`src/inc/scp_pkg.sv`:
```
// Package for the system clock and power mode controller
`default_nettype none
package scp_pkg;
    // Oscillator nominal rates
    localparam int FAST_RC_HZ = 8000000;
    localparam int SLOW_RC_HZ = 32000;
    localparam int CLK_HZ = 125000000;
    // Main-clock cycles per oscillator cycle, rounded down, at least one
    localparam int FAST_DIV_RAW = CLK_HZ / FAST_RC_HZ;
    localparam int FAST_DIV = (FAST_DIV_RAW < 1) ? 1 : FAST_DIV_RAW;
    localparam int SLOW_DIV_RAW = CLK_HZ / SLOW_RC_HZ;
    localparam int SLOW_DIV = (SLOW_DIV_RAW < 1) ? 1 : SLOW_DIV_RAW;
    // Oscillator start-up, in oscillator cycles
    localparam int FAST_SETTLE = 16;
    localparam int SLOW_SETTLE = 2;

    // Register offsets
    localparam logic [1:0] ADDR_MODE = 2'h0;
    localparam logic [1:0] ADDR_MODE_EXT = 2'h1;
    localparam logic [1:0] ADDR_STATUS = 2'h2;

    // Mode register fields
    localparam int F_DIV_HI = 7;
    localparam int F_DIV_LO = 5;
    localparam int F_SLOW_RDY = 3;
    localparam int F_FAST_RDY = 2;
    localparam int F_IDLE_EN = 1;
    localparam int F_HL_SEL = 0;
    localparam int F_SYS_IDLE = 7;
    localparam logic [7:0] MODE_RESET = 8'h03;
    localparam logic [7:0] MODE_EXT_RESET = 8'h00;

    // Divider codes
    localparam logic [2:0] DIV_SLOW_A = 3'h0;
    localparam logic [2:0] DIV_SLOW_B = 3'h1;
    localparam logic [5:0] PRE_ONES = 6'h3F;
    localparam logic [2:0] DIV_BASE = 3'h2;

    typedef enum logic [2:0] {
        MODE_NORMAL,
        MODE_SLOW,
        MODE_DEEP_SLEEP,
        MODE_SLEEP_WDT,
        MODE_IDLE_OFF,
        MODE_IDLE_ON
    } scp_mode_t;

    // Clock enables handed to the rest of the chip
    typedef struct packed {
        logic cpu_en;
        logic sys_en;
        logic slow_en;
        logic timebase_en;
        logic fast_on;
    } scp_clk_t;
endpackage : scp_pkg
`default_nettype wire

```
`src/logic/scp_osc.sv`:
```
// RC-oscillator model: enable-gated tick generator with ready flag
`default_nettype none
module scp_osc #(
    parameter int DIV = 2,
    parameter int SETTLE = 2
) (
    // Clock and reset
    input wire logic clock,
    input wire logic rst_n,
    // Control
    input wire logic run,
    // Outputs
    output logic tick,
    output logic ready
);
    logic [15:0] cnt_q;
    logic [7:0] settle_q;

    always_ff @(posedge clock or negedge rst_n)
    begin
        if (!rst_n)
        begin
            cnt_q <= 16'h0000;
            tick <= 1'b0;
        end
        else if (!run)
        begin
            cnt_q <= 16'h0000;
            tick <= 1'b0;
        end
        else if (cnt_q == 16'(DIV - 1))
        begin
            cnt_q <= 16'h0000;
            tick <= 1'b1;
        end
        else
        begin
            cnt_q <= cnt_q + 16'h0001;
            tick <= 1'b0;
        end
    end

    // Ready only after a number of stable cycles since start
    always_ff @(posedge clock or negedge rst_n)
    begin
        if (!rst_n)
        begin
            settle_q <= 8'h00;
            ready <= 1'b0;
        end
        else if (!run)
        begin
            settle_q <= 8'h00;
            ready <= 1'b0;
        end
        else if (tick && settle_q != 8'(SETTLE))
            settle_q <= settle_q + 8'h01;
        else if (settle_q == 8'(SETTLE))
            ready <= 1'b1;
    end
endmodule // scp_osc
`default_nettype wire

```
`src/logic/scp_ctrl.sv`:
```
// System clock selection and power mode controller
// Functional notes
// - Two internal sources: fast RC near 8MHz, slow RC near 32kHz.
// - Slow oscillator also clocks watchdog and time-base interrupts.
// - System clock picked by high/low select and three-bit divider field.
// - Normal mode runs fast clock divided by 1 up to 64.
// - Time-base clock comes from slow oscillator, feeds time-base and timers.
// - Moving from fast to slow clock stops the fast oscillator.
// - Six modes: normal, slow running; four halted modes stop the CPU.
// - Slow mode: CPU on slow clock, fast clock off, slow and time-base on.
// - Halt, idle off, watchdog off: deep sleep, all clocks stopped.
// - Halt, idle off, watchdog on: sleep keeps slow clock only.
// - Halt, idle on, sysclk-in-idle off: system clock off, slow and time-base on.
// - Halt, idle on, sysclk-in-idle on: CPU off, system clock stays for peripherals.
// - Select low: codes 0,1 slow; 2..7 give fast over 64 down to 2.
// - Select high: undivided fast clock, divider field ignored.
`default_nettype none
module scp_ctrl (
    // Clock and reset
    input wire logic clock,
    input wire logic rst_n,
    // Register port
    input wire logic [1:0] reg_addr,
    input wire logic [7:0] reg_wdata,
    input wire logic reg_wr,
    input wire logic reg_rd,
    output logic [7:0] reg_rdata,
    // Core events
    input wire logic halt_req,
    input wire logic wake_req,
    input wire logic watchdog_on,
    // Clock enables and power mode
    output scp_pkg::scp_clk_t clk_out,
    output scp_pkg::scp_mode_t mode_q
);
    logic rst_meta_q;
    logic rst_sync_n;
    logic [7:0] mode_reg_q;
    logic sys_idle_q;
    logic halted_q;
    logic use_slow_q;
    logic [2:0] cur_div_q;
    logic cur_hl_q;
    logic [5:0] pre_q;
    logic fast_run;
    logic slow_run;
    logic fast_tick;
    logic slow_tick;
    logic fast_rdy;
    logic slow_rdy;
    logic want_slow;
    logic sys_tick;
    logic [5:0] pre_need;
    scp_pkg::scp_mode_t mode_d;

    // Slow source wanted by the requested selection
    function automatic logic sel_slow(input logic hl, input logic [2:0] div);
        sel_slow = !hl && (div == scp_pkg::DIV_SLOW_A || div == scp_pkg::DIV_SLOW_B);
    endfunction

    // Reset release through two flops
    always_ff @(posedge clock or negedge rst_n)
    begin
        if (!rst_n)
        begin
            rst_meta_q <= 1'b0;
            rst_sync_n <= 1'b0;
        end
        else
        begin
            rst_meta_q <= 1'b1;
            rst_sync_n <= rst_meta_q;
        end
    end

    assign want_slow = sel_slow(mode_reg_q[scp_pkg::F_HL_SEL],
        mode_reg_q[scp_pkg::F_DIV_HI:scp_pkg::F_DIV_LO]);

    // fast off on slow
    // Fast oscillator stays until the switch to slow is done
    assign fast_run = !(use_slow_q && want_slow)
        && !(halted_q && mode_q != scp_pkg::MODE_IDLE_ON);
    assign slow_run = (mode_q != scp_pkg::MODE_DEEP_SLEEP);

    scp_osc #(.DIV(scp_pkg::FAST_DIV), .SETTLE(scp_pkg::FAST_SETTLE)) u_fast (
        .clock(clock),
        .rst_n(rst_sync_n),
        .run(fast_run),
        .tick(fast_tick),
        .ready(fast_rdy)
    );

    scp_osc #(.DIV(scp_pkg::SLOW_DIV), .SETTLE(scp_pkg::SLOW_SETTLE)) u_slow (
        .clock(clock),
        .rst_n(rst_sync_n),
        .run(slow_run),
        .tick(slow_tick),
        .ready(slow_rdy)
    );

    // Control registers
    always_ff @(posedge clock or negedge rst_sync_n)
    begin
        if (!rst_sync_n)
        begin
            mode_reg_q <= scp_pkg::MODE_RESET;
            sys_idle_q <= 1'b0;
        end
        else if (reg_wr && reg_addr == scp_pkg::ADDR_MODE)
        begin
            // Ready flags are read-only, bit 4 unused
            mode_reg_q[scp_pkg::F_DIV_HI:scp_pkg::F_DIV_LO] <=
                reg_wdata[scp_pkg::F_DIV_HI:scp_pkg::F_DIV_LO];
            mode_reg_q[scp_pkg::F_IDLE_EN] <= reg_wdata[scp_pkg::F_IDLE_EN];
            mode_reg_q[scp_pkg::F_HL_SEL] <= reg_wdata[scp_pkg::F_HL_SEL];
        end
        else if (reg_wr && reg_addr == scp_pkg::ADDR_MODE_EXT)
            sys_idle_q <= reg_wdata[scp_pkg::F_SYS_IDLE];
    end

    // Read data one cycle after the strobe
    always_ff @(posedge clock or negedge rst_sync_n)
    begin
        if (!rst_sync_n)
            reg_rdata <= 8'h00;
        else if (reg_rd)
        begin
            case (reg_addr)
                scp_pkg::ADDR_MODE:
                begin
                    reg_rdata <= mode_reg_q;
                    reg_rdata[4] <= 1'b0;
                    reg_rdata[scp_pkg::F_SLOW_RDY] <= slow_rdy;
                    reg_rdata[scp_pkg::F_FAST_RDY] <= fast_rdy;
                end
                scp_pkg::ADDR_MODE_EXT:
                    reg_rdata <= {sys_idle_q, 7'h00};
                scp_pkg::ADDR_STATUS:
                    reg_rdata <= {5'h00, mode_q};
                default:
                    reg_rdata <= 8'h00;
            endcase
        end
        else
            reg_rdata <= 8'h00;
    end

    // ready-gated switch
    // Selection is adopted on a sys tick boundary, or at once while halted, once the target is ready
    always_ff @(posedge clock or negedge rst_sync_n)
    begin
        if (!rst_sync_n)
        begin
            use_slow_q <= 1'b0;
            cur_div_q <= scp_pkg::DIV_SLOW_A;
            cur_hl_q <= 1'b1;
        end
        // A halted CPU has no clock edge to clip, so the switch need not wait there
        else if ((want_slow ? slow_rdy : fast_rdy) && (sys_tick || halted_q))
        begin
            use_slow_q <= want_slow;
            cur_div_q <= mode_reg_q[scp_pkg::F_DIV_HI:scp_pkg::F_DIV_LO];
            cur_hl_q <= mode_reg_q[scp_pkg::F_HL_SEL];
        end
    end

    // Fast prescaler counts fast ticks
    always_ff @(posedge clock or negedge rst_sync_n)
    begin
        if (!rst_sync_n)
            pre_q <= 6'h00;
        else if (fast_tick)
            pre_q <= pre_q + 6'h01;
    end

    always_comb
    begin
        // Prescaler bits that must all be set for one divided tick
        pre_need = scp_pkg::PRE_ONES >> (cur_div_q - scp_pkg::DIV_BASE);
        if (use_slow_q)
            sys_tick = slow_tick;
        else if (cur_hl_q)
            sys_tick = fast_tick;
        else
            sys_tick = fast_tick && ((pre_q & pre_need) == pre_need);
    end

    always_comb
    begin
        mode_d = mode_q;
        case (mode_q)
            scp_pkg::MODE_NORMAL,
            scp_pkg::MODE_SLOW:
            begin
                if (halt_req)
                begin
                    if (!mode_reg_q[scp_pkg::F_IDLE_EN])
                        mode_d = watchdog_on ? scp_pkg::MODE_SLEEP_WDT : scp_pkg::MODE_DEEP_SLEEP;
                    else
                        mode_d = sys_idle_q ? scp_pkg::MODE_IDLE_ON : scp_pkg::MODE_IDLE_OFF;
                end
                else
                    mode_d = use_slow_q ? scp_pkg::MODE_SLOW : scp_pkg::MODE_NORMAL;
            end
            scp_pkg::MODE_DEEP_SLEEP,
            scp_pkg::MODE_SLEEP_WDT,
            scp_pkg::MODE_IDLE_OFF,
            scp_pkg::MODE_IDLE_ON:
            begin
                if (wake_req)
                    mode_d = use_slow_q ? scp_pkg::MODE_SLOW : scp_pkg::MODE_NORMAL;
            end
            default:
                mode_d = scp_pkg::MODE_NORMAL;
        endcase
    end

    always_ff @(posedge clock or negedge rst_sync_n)
    begin
        if (!rst_sync_n)
        begin
            mode_q <= scp_pkg::MODE_NORMAL;
            halted_q <= 1'b0;
        end
        else
        begin
            mode_q <= mode_d;
            halted_q <= (mode_d != scp_pkg::MODE_NORMAL) && (mode_d != scp_pkg::MODE_SLOW);
        end
    end

    // Clock enables, registered
    always_ff @(posedge clock or negedge rst_sync_n)
    begin
        if (!rst_sync_n)
            clk_out <= '0;
        else
        begin
            clk_out.cpu_en <= sys_tick && !halted_q;
            clk_out.sys_en <= sys_tick && (!halted_q || mode_q == scp_pkg::MODE_IDLE_ON);
            clk_out.slow_en <= slow_tick;
            clk_out.timebase_en <= slow_tick && mode_q != scp_pkg::MODE_SLEEP_WDT;
            clk_out.fast_on <= fast_run && fast_rdy;
        end
    end

    AST_CPU_HALT: assert property (@(posedge clock) disable iff (!rst_sync_n)
        halted_q |=> !clk_out.cpu_en) else $error("cpu clock while halted");

    AST_DEEP_SLOW_OFF: assert property (@(posedge clock) disable iff (!rst_sync_n)
        (mode_q == scp_pkg::MODE_DEEP_SLEEP) [*2] |=> !clk_out.slow_en)
        else $error("slow clock in deep sleep");

    AST_SLEEP_TB_OFF: assert property (@(posedge clock) disable iff (!rst_sync_n)
        mode_q == scp_pkg::MODE_SLEEP_WDT |=> !clk_out.timebase_en)
        else $error("time-base in sleep");

    AST_IDLE_OFF_SYS: assert property (@(posedge clock) disable iff (!rst_sync_n)
        mode_q == scp_pkg::MODE_IDLE_OFF && halted_q |=> !clk_out.sys_en)
        else $error("system clock in idle off");

    AST_SLOW_FAST_OFF: assert property (@(posedge clock) disable iff (!rst_sync_n)
        use_slow_q && want_slow |=> !clk_out.fast_on)
        else $error("fast clock on in slow");

    AST_HALT_ENTRY: assert property (@(posedge clock) disable iff (!rst_sync_n)
        (mode_q == scp_pkg::MODE_NORMAL && halt_req && mode_reg_q[scp_pkg::F_IDLE_EN]
        && sys_idle_q) |=> mode_q == scp_pkg::MODE_IDLE_ON)
        else $error("idle on entry");

    AST_IDLE_ON_SYS: assert property (@(posedge clock) disable iff (!rst_sync_n)
        mode_q == scp_pkg::MODE_IDLE_ON && sys_tick |=> clk_out.sys_en)
        else $error("system clock missing in idle on");

    AST_SWITCH_READY: assert property (@(posedge clock) disable iff (!rst_sync_n)
        $rose(use_slow_q) |-> $past(slow_rdy)) else $error("switch before ready");

    AST_HL_FULL: assert property (@(posedge clock) disable iff (!rst_sync_n)
        !use_slow_q && cur_hl_q && fast_tick && !halted_q |=> clk_out.cpu_en)
        else $error("undivided fast missing");
endmodule // scp_ctrl
`default_nettype wire

```
`config.mk`:
```
export PLATFORM = sky130hd
export DESIGN_NAME = scp_ctrl
export DESIGN_NICKNAME = d
export VERILOG_FILES = /design/src/inc/scp_pkg.sv /design/src/logic/scp_osc.sv /design/src/logic/scp_ctrl.sv
export SDC_FILE = /design/constraint.sdc
export NUM_CORES = 1
export LEC_CHECK = 0
export ABC_AREA = 0
export ABC_CLOCK_PERIOD_IN_PS = 2550
export CAP_MARGIN = 10
export CORE_ASPECT_RATIO = 1.4
export CORE_UTILIZATION = 57
export DETAILED_ROUTE_END_ITERATION = 7
export DONT_BUFFER_PORTS = 1
export GPL_ROUTABILITY_DRIVEN = 0
export PLACE_DENSITY = 0.85
export SYNTH_ARGS = -nofsm -noshare
export SYNTH_HDL_FRONTEND = slang
export SYNTH_SLANG_ARGS = --single-unit
```
`constraint.sdc`:
```
create_clock -name clock -period 2.55 [get_ports clock]
set_input_delay 0.51 -clock clock [delete_from_list [all_inputs] [get_ports clock]]
set_output_delay 0.51 -clock clock [all_outputs]
set_load 0.02 [all_outputs]
```
### Word level (Yosys, flattened, before mapping)

Cells that the tools add are included.

| storage, ports and cells | value |
|---|---|
| register bits | 88 |
| bits of input ports | 17 |
| word-level logic and storage cells | 120 |
| output and inout port bits | 16 |

| operators by class | value |
|---|---|
| reduce and logical (&&, ||, !) cells | 31 |
| add/subtract/negate cells | 6 |
| mux-type cells | 30 |
| bitwise logic cells | 2 |
| equality and inequality tests | 25 |
| shift operators | 1 |

Operators with widths:

| cell | number |
|---|---|
| 16-bit two-way mux | 4 |
| 8-bit two-way mux | 5 |
| 16-bit by 1-bit adder with 16-bit output (second input constant) | 2 |
| 8-bit case mux with 3 select lines | 1 |
| 8-bit by 1-bit adder with 8-bit output (second input constant) | 2 |
| 16-bit by 12-bit == test with 1-bit output (second input constant) | 1 |
| 16-bit by 4-bit == test with 1-bit output (second input constant) | 1 |
| 1-bit two-way mux | 16 |
| 1-bit logical AND | 15 |
| 3-bit two-way mux | 3 |
| 8-bit by 2-bit == test with 1-bit output (second input constant) | 1 |
| 8-bit by 5-bit == test with 1-bit output (second input constant) | 1 |
| 2-bit != test (second input constant) | 4 |
| 8-bit by 2-bit != test with 1-bit output (second input constant) | 1 |
| 8-bit by 5-bit != test with 1-bit output (second input constant) | 1 |
| 6-bit by 1-bit adder with 6-bit output (second input constant) | 1 |
| 6-bit AND | 1 |
| 3-bit by 1-bit == test with 1-bit output (second input constant) | 2 |
| 3-bit by 2-bit == test with 1-bit output (second input constant) | 2 |
| 3-bit == test (second input constant) | 2 |
| 6-bit == test | 1 |
| 3-bit logical NOT | 2 |
| 3-bit by 2-bit != test with 1-bit output (second input constant) | 2 |
| 3-bit case mux with 2 select lines | 1 |
| 15 further kinds | 23 |

### Logic depth before layout (Yosys ltp)

| depth | value |
|---|---|
| word-level depth | 9 |
| gate-level depth with buffers | 8 |
| depth with buffers taken out | 7 |

### Modules after synthesis

A second synthesis with hierarchy kept.

| unflattened totals | value |
|---|---|
| cell total of the unflattened synthesis | 384 |
| area, all modules | 4101.4 µm² |

By module, submodules not included:

| module | seq. area each (µm²) | cells an instance | area an instance (µm²) | times used |
|---|---|---|---|---|
| scp_ctrl | 879.6 | 129 | 1559.0 | 1 |
| scp_osc at u_fast | 650.6 | 129 | 1280.0 | 1 |
| scp_osc at u_slow | 650.6 | 126 | 1262.5 | 1 |

### Worst setup path before layout

OpenSTA, ideal clock, no wires.

| path | value |
|---|---|
| path kind | register to register |
| from | reg cur_div_q[1] |
| to | reg cur_div_q[0] |
| buffers on the path | 0 |
| data required time | 2.425 ns |
| period minus slack after synthesis | 1.877 ns |
| library setup time | 0.125 ns |
| path slack | 0.673 ns |
| arrival | 1.753 ns |
| stages on the path, launching flop included | 8 |
| cell sequence | dfrtp_1 inv_1 ha_1 nand2b_1 a211oi_1 o31ai_1 o21ai_1 mux2_2 |

| between the ends | value |
|---|---|
| longest elaborated chain between the ends | 9 |

RTL lines:

| what | line | RTL |
|---|---|---|
| start, declared | scp_ctrl.sv:42 | `logic [2:0] cur_div_q;` |
| start signal, assigned | scp_ctrl.sv:155 | `cur_div_q <= scp_pkg::DIV_SLOW_A;` |
| start signal, assigned | scp_ctrl.sv:162 | `cur_div_q <= mode_reg_q[scp_pkg::F_DIV_HI:scp_pkg::F_DIV_LO];` |
| 3-bit by 2-bit subtractor with 3-bit output (*) | scp_ctrl.sv:179 | `pre_need = scp_pkg::PRE_ONES >> (cur_div_q - scp_pkg::DIV_BASE);` |
| 6-bit by 3-bit >> shifter with 6-bit output (*) | scp_ctrl.sv:179 |  |
| 6-bit AND | scp_ctrl.sv:185 | `sys_tick = fast_tick && ((pre_q & pre_need) == pre_need);` |
| 6-bit == test (*) | scp_ctrl.sv:185 |  |
| 1-bit logical AND (*) | scp_ctrl.sv:185 |  |
| 1-bit two-way mux (*) | scp_ctrl.sv:182 | `else if (cur_hl_q)` |
| 1-bit two-way mux (*) | scp_ctrl.sv:180 | `if (use_slow_q)` |
| 1-bit logical OR (*) | scp_ctrl.sv:159 | `else if ((want_slow ? slow_rdy : fast_rdy) && (sys_tick \|\| halted_q))` |
| 1-bit logical AND (*) | scp_ctrl.sv:159 |  |

Every way passes the cells marked *; elsewhere a longest branch is shown, timed or not.
A chain may end at the register's enable or synchronous reset.

### Worst setup path in the final report

Same ends and word-level chain as after synthesis.

==> qor.csv <==
stage,metric,value,unit
synth,avgSynthCellArea,10.4,um^2
clock_network,clock_path_buffers,2,
synth,post_synth_num_cell_types,42,
synth,syn_inst,385,
global_route,grt.met3_usage,0.0577,
power,ir_drop,453,uV
synth,yosys_warnings,0,
sta,worst_pin_slew,607,ps
sta,rsz0062_at_grt,no,
global_route,use_met2,0.387,
synth,synth_top_area_frac,0.523,
job,cap_violations,0,
worst_setup_path,cp_max_fo,4,
synth,yosys.area_share.simple,0.204,
power,leakage,2.00,nW
placed_design,post-dp-hpwl,5060,um
cells_and_area,final_cell_mix,"dfrtp_1, nor2_1, xor2_1",
power,p_int,0.00220,W
detailed_routing,wire_per_inst,15.0,um
synth,synth_mux_area_frac,0.0404,
sta,setup_ws,355,ps
clock_network,cts_num_sinks,87,
synth,synthAdderAreaFrac,0.0404,
worst_setup_path,worst_ep_arrival_time,2420,ps
outcome,status,finished clean,
synth,synth_area_leaders,"dfrtp_1, nor2_1, xor2_1",
power,power_switching,0.00110,W
worst_setup_path,crit_chain,"inv_1, ha_1, nand2b_1, a211oi_1, o31ai_1, o21ai_1, mux2_2",
worst_setup_path,slowest_stage,dfrtp_1,
power,p_total,0.00329,W
global_route,grt-busiest-layer,met2,
global_route,grt_max_degree,46,
clock_network,post-cts-setup-buffers,0,
global_route,antenna_found_initial,0,
worst_setup_path,max_stage_delay,410,ps
detailed_routing,vias_per_cell,5.70,
global_route,grt_pass1_vias,2801,
clock_network,path_clk_slew,90,ps
synth,synth_edf_count,0,
sta,slew_headroom,0.595,
sta,whs,221,ps
floorplanning,die_area,0.00740,mm^2
detailed_routing,ant_nets,0,
clock_network,root_buffer,clkbuf_8,
sta,fin_crit_sh,0.861,
sta,setup_total_negative_slack,0,ps
cells_and_area,diodes,0,
cells_and_area,layout_commonest_cell,dfrtp_1,
sta,hold_violations,0,
cells_and_area,fin_nets,420,
clock_network,clkLatencyLatePin,350,ps
sta,finalCriticalPeriod,2190,ps
placed_design,port_buffers,0,
cells_and_area,drive_above_1_share,0.0835,
power,clockPowerShare,0.266,
sta,maxSlewViolCount,0,
worst_hold_path,hold_path.class,input port to register,
placed_design,place_ws,424,ps
synth,yosysSeqAreaShare,0.542,
floorplanning,io_pins,33,
sta,clock.fmax,456,MHz
power,seqPwrFrac,0.542,
cells_and_area,fillers,495,
clock_network,cts_tree,yes,
synth,synthFlopType,dfrtp_1,
synth,ys_ff_latch,87,
cells_and_area,area_growth,7.16,%
detailed_routing,vias,2778,
clock_network,numCtsBuffers,9,
synth,synth_xor_area_frac,0.0958,
synth,synthArstFlopShare,1.00,
synth,synth_top_family_by_area,simple AND/OR/NAND/NOR gates,
synth,synth_fp_nets,415,
global_route,use_met1,0.245,
global_route,grt_use_total,0.219,
synth,synth_top_area_cell,dfrtp_1,
worst_setup_path,crit_type,register to register,
detailed_routing,wirelength,7290,um
worst_setup_path,start_kind,register,
detailed_routing,drc_errors,0,
floorplanning,dieWidth,73.0,um
floorplanning,rows,35,
power,p_sw_frac,0.333,
synth,syn-cell-area,0.00402,mm^2
clock_network,clock_tree.htree_level_count,3,
floorplanning,die_h,101,um
floorplanning,coreArea,0.00670,mm^2
floorplanning,start_util,0.600,
power,combinationalPowerShare,0.192,
detailed_routing,first_iter_violations,124,
global_route,grt.overflow.total,0,
power,cellPowerDensity,764,mW/mm^2
sta,finalClockSkew,10.3,ps
worst_setup_path,worstPathRequired,2780,ps
worst_setup_path,end_kind,register,
synth,synth-compound-area-share,0.0464,
global_route,grt_pass1_wl,12300,um
sta,setup_viol,0,
detailed_routing,firstDrtPassIters,4,
metal layers:
metal | routed length, um | part of all wire
met5 | 0 | 0
met4 | 140 | 0.019
met3 | 378 | 0.052
met2 | 3920 | 0.54
met1 | 2850 | 0.39
state kept, by name (all words and copies together), names as in the netlist:
signal	cells
clk_out	5
cur_div_q	3
cur_hl_q	1
halted_q	1
mode_q	3
mode_reg_q	5
pre_q	6
reg_rdata	7
rst_meta_q	1
rst_sync_n	1
sys_idle_q	1
u_fast.cnt_q	16
u_fast.ready	1
u_fast.settle_q	8
u_fast.tick	1
u_slow.cnt_q	16
u_slow.ready	1
u_slow.settle_q	8
u_slow.tick	1
use_slow_q	1
final timing paths:
| kind | startpoint | endpoint | slack [ps] | depth (start not counted) |
|---|---|---|---|---|
| worst max register to register | cur_div_q[1] | cur_div_q[0] | 360 | 7 |
| min in group asynchronous | rst_sync_n | u_fast.cnt_q[2] | 350 | 0 |
| worst min register to register | rst_sync_n | u_fast.cnt_q[2] | 350 | 0 |
| max in group asynchronous | rst_sync_n | u_slow.cnt_q[0] | 1590 | 1 |
| worst max-delay path | cur_div_q[1] | cur_div_q[0] | 360 | 7 |
| worst min-delay path | reg_addr[1] | reg_rdata[7] | 220 | 1 |
cell usage after synthesis, drive strengths merged, types with 3 or more instances:
library cell  instances
mux2i                 5
nand2b                6
nand2                24
nor2b                 5
xnor2                17
nor4b                 4
nor3b                 3
nor2                 67
nand3                16
o21ai                 7
xor2                 27
dfstp                 3
nand4                13
nor3                  4
buf                   3
a21oi                10
clkbuf                7
mux2                 10
or3                   3
inv                  16
dfrtp                84
ha                   13
and2                  4
and3                 12
stage by stage:
stage / util / area, um^2 / instances
2_1_floorplan: - / 4020 / 385
3_3_place_gp: 0.615 / 4120 / 470
3_5_place_dp: 0.615 / 4120 / 470
4_1_cts: 0.643 / 4310 / 487
5_1_grt: 0.643 / 4310 / 487
6_report: 0.643 / 4310 / 487
repair_timing:
item / CTS / global route
resized for setup: 0 / 0
hold buffers: 1 / 0
hold endpoints to repair: 2 / 0
cells by family (layout without fill, tap and decap cells):
logic type	Yosys count	count (layout)
AO/OA/AOI/OAI	30	30
XOR/XNOR	44	44
adder cells (fa/ha/maj)	13	13
buffers and inverters	26	36
flip-flops	87	87
multiplexers	15	15
other	2	2
AND/OR/NAND/NOR	168	168
power groups by stage:
stage | sequential (W) | clock, W | combinational, W
after floorplan | 0.00175 | 0 | 0.000522
after global placement | 0.00179 | 0 | 0.000587
after detailed placement | 0.00181 | 0 | 0.000624
after CTS | 0.00178 | 0.000904 | 0.000639
after global routing | 0.00181 | 0.000964 | 0.000717
final | 0.00179 | 0.000875 | 0.000632
final cells by class:
type	count	area [um^2]	area share
Sequential cell	87	2180	0.507
Inverter	16	60.1	0.0139
Timing Repair Buffer	4	45.0	0.0105
Clock buffer	10	128	0.0296
Multi-Input combinational cell	272	1720	0.400
Tap cell	92	115	0.0267
Clock inverter	6	52.6	0.0122
critical path: cells and delay by family (launching register included):
kind                       cells  cell delay, ps
AOI/OAI and AO/OA              3             840
buffers and inverters          1              70
and+or+nand+nor                1              60
muxes                          1             380
adders and majority gates      1             320
DFF                            1             410
(Power assumes the default switching activity.)
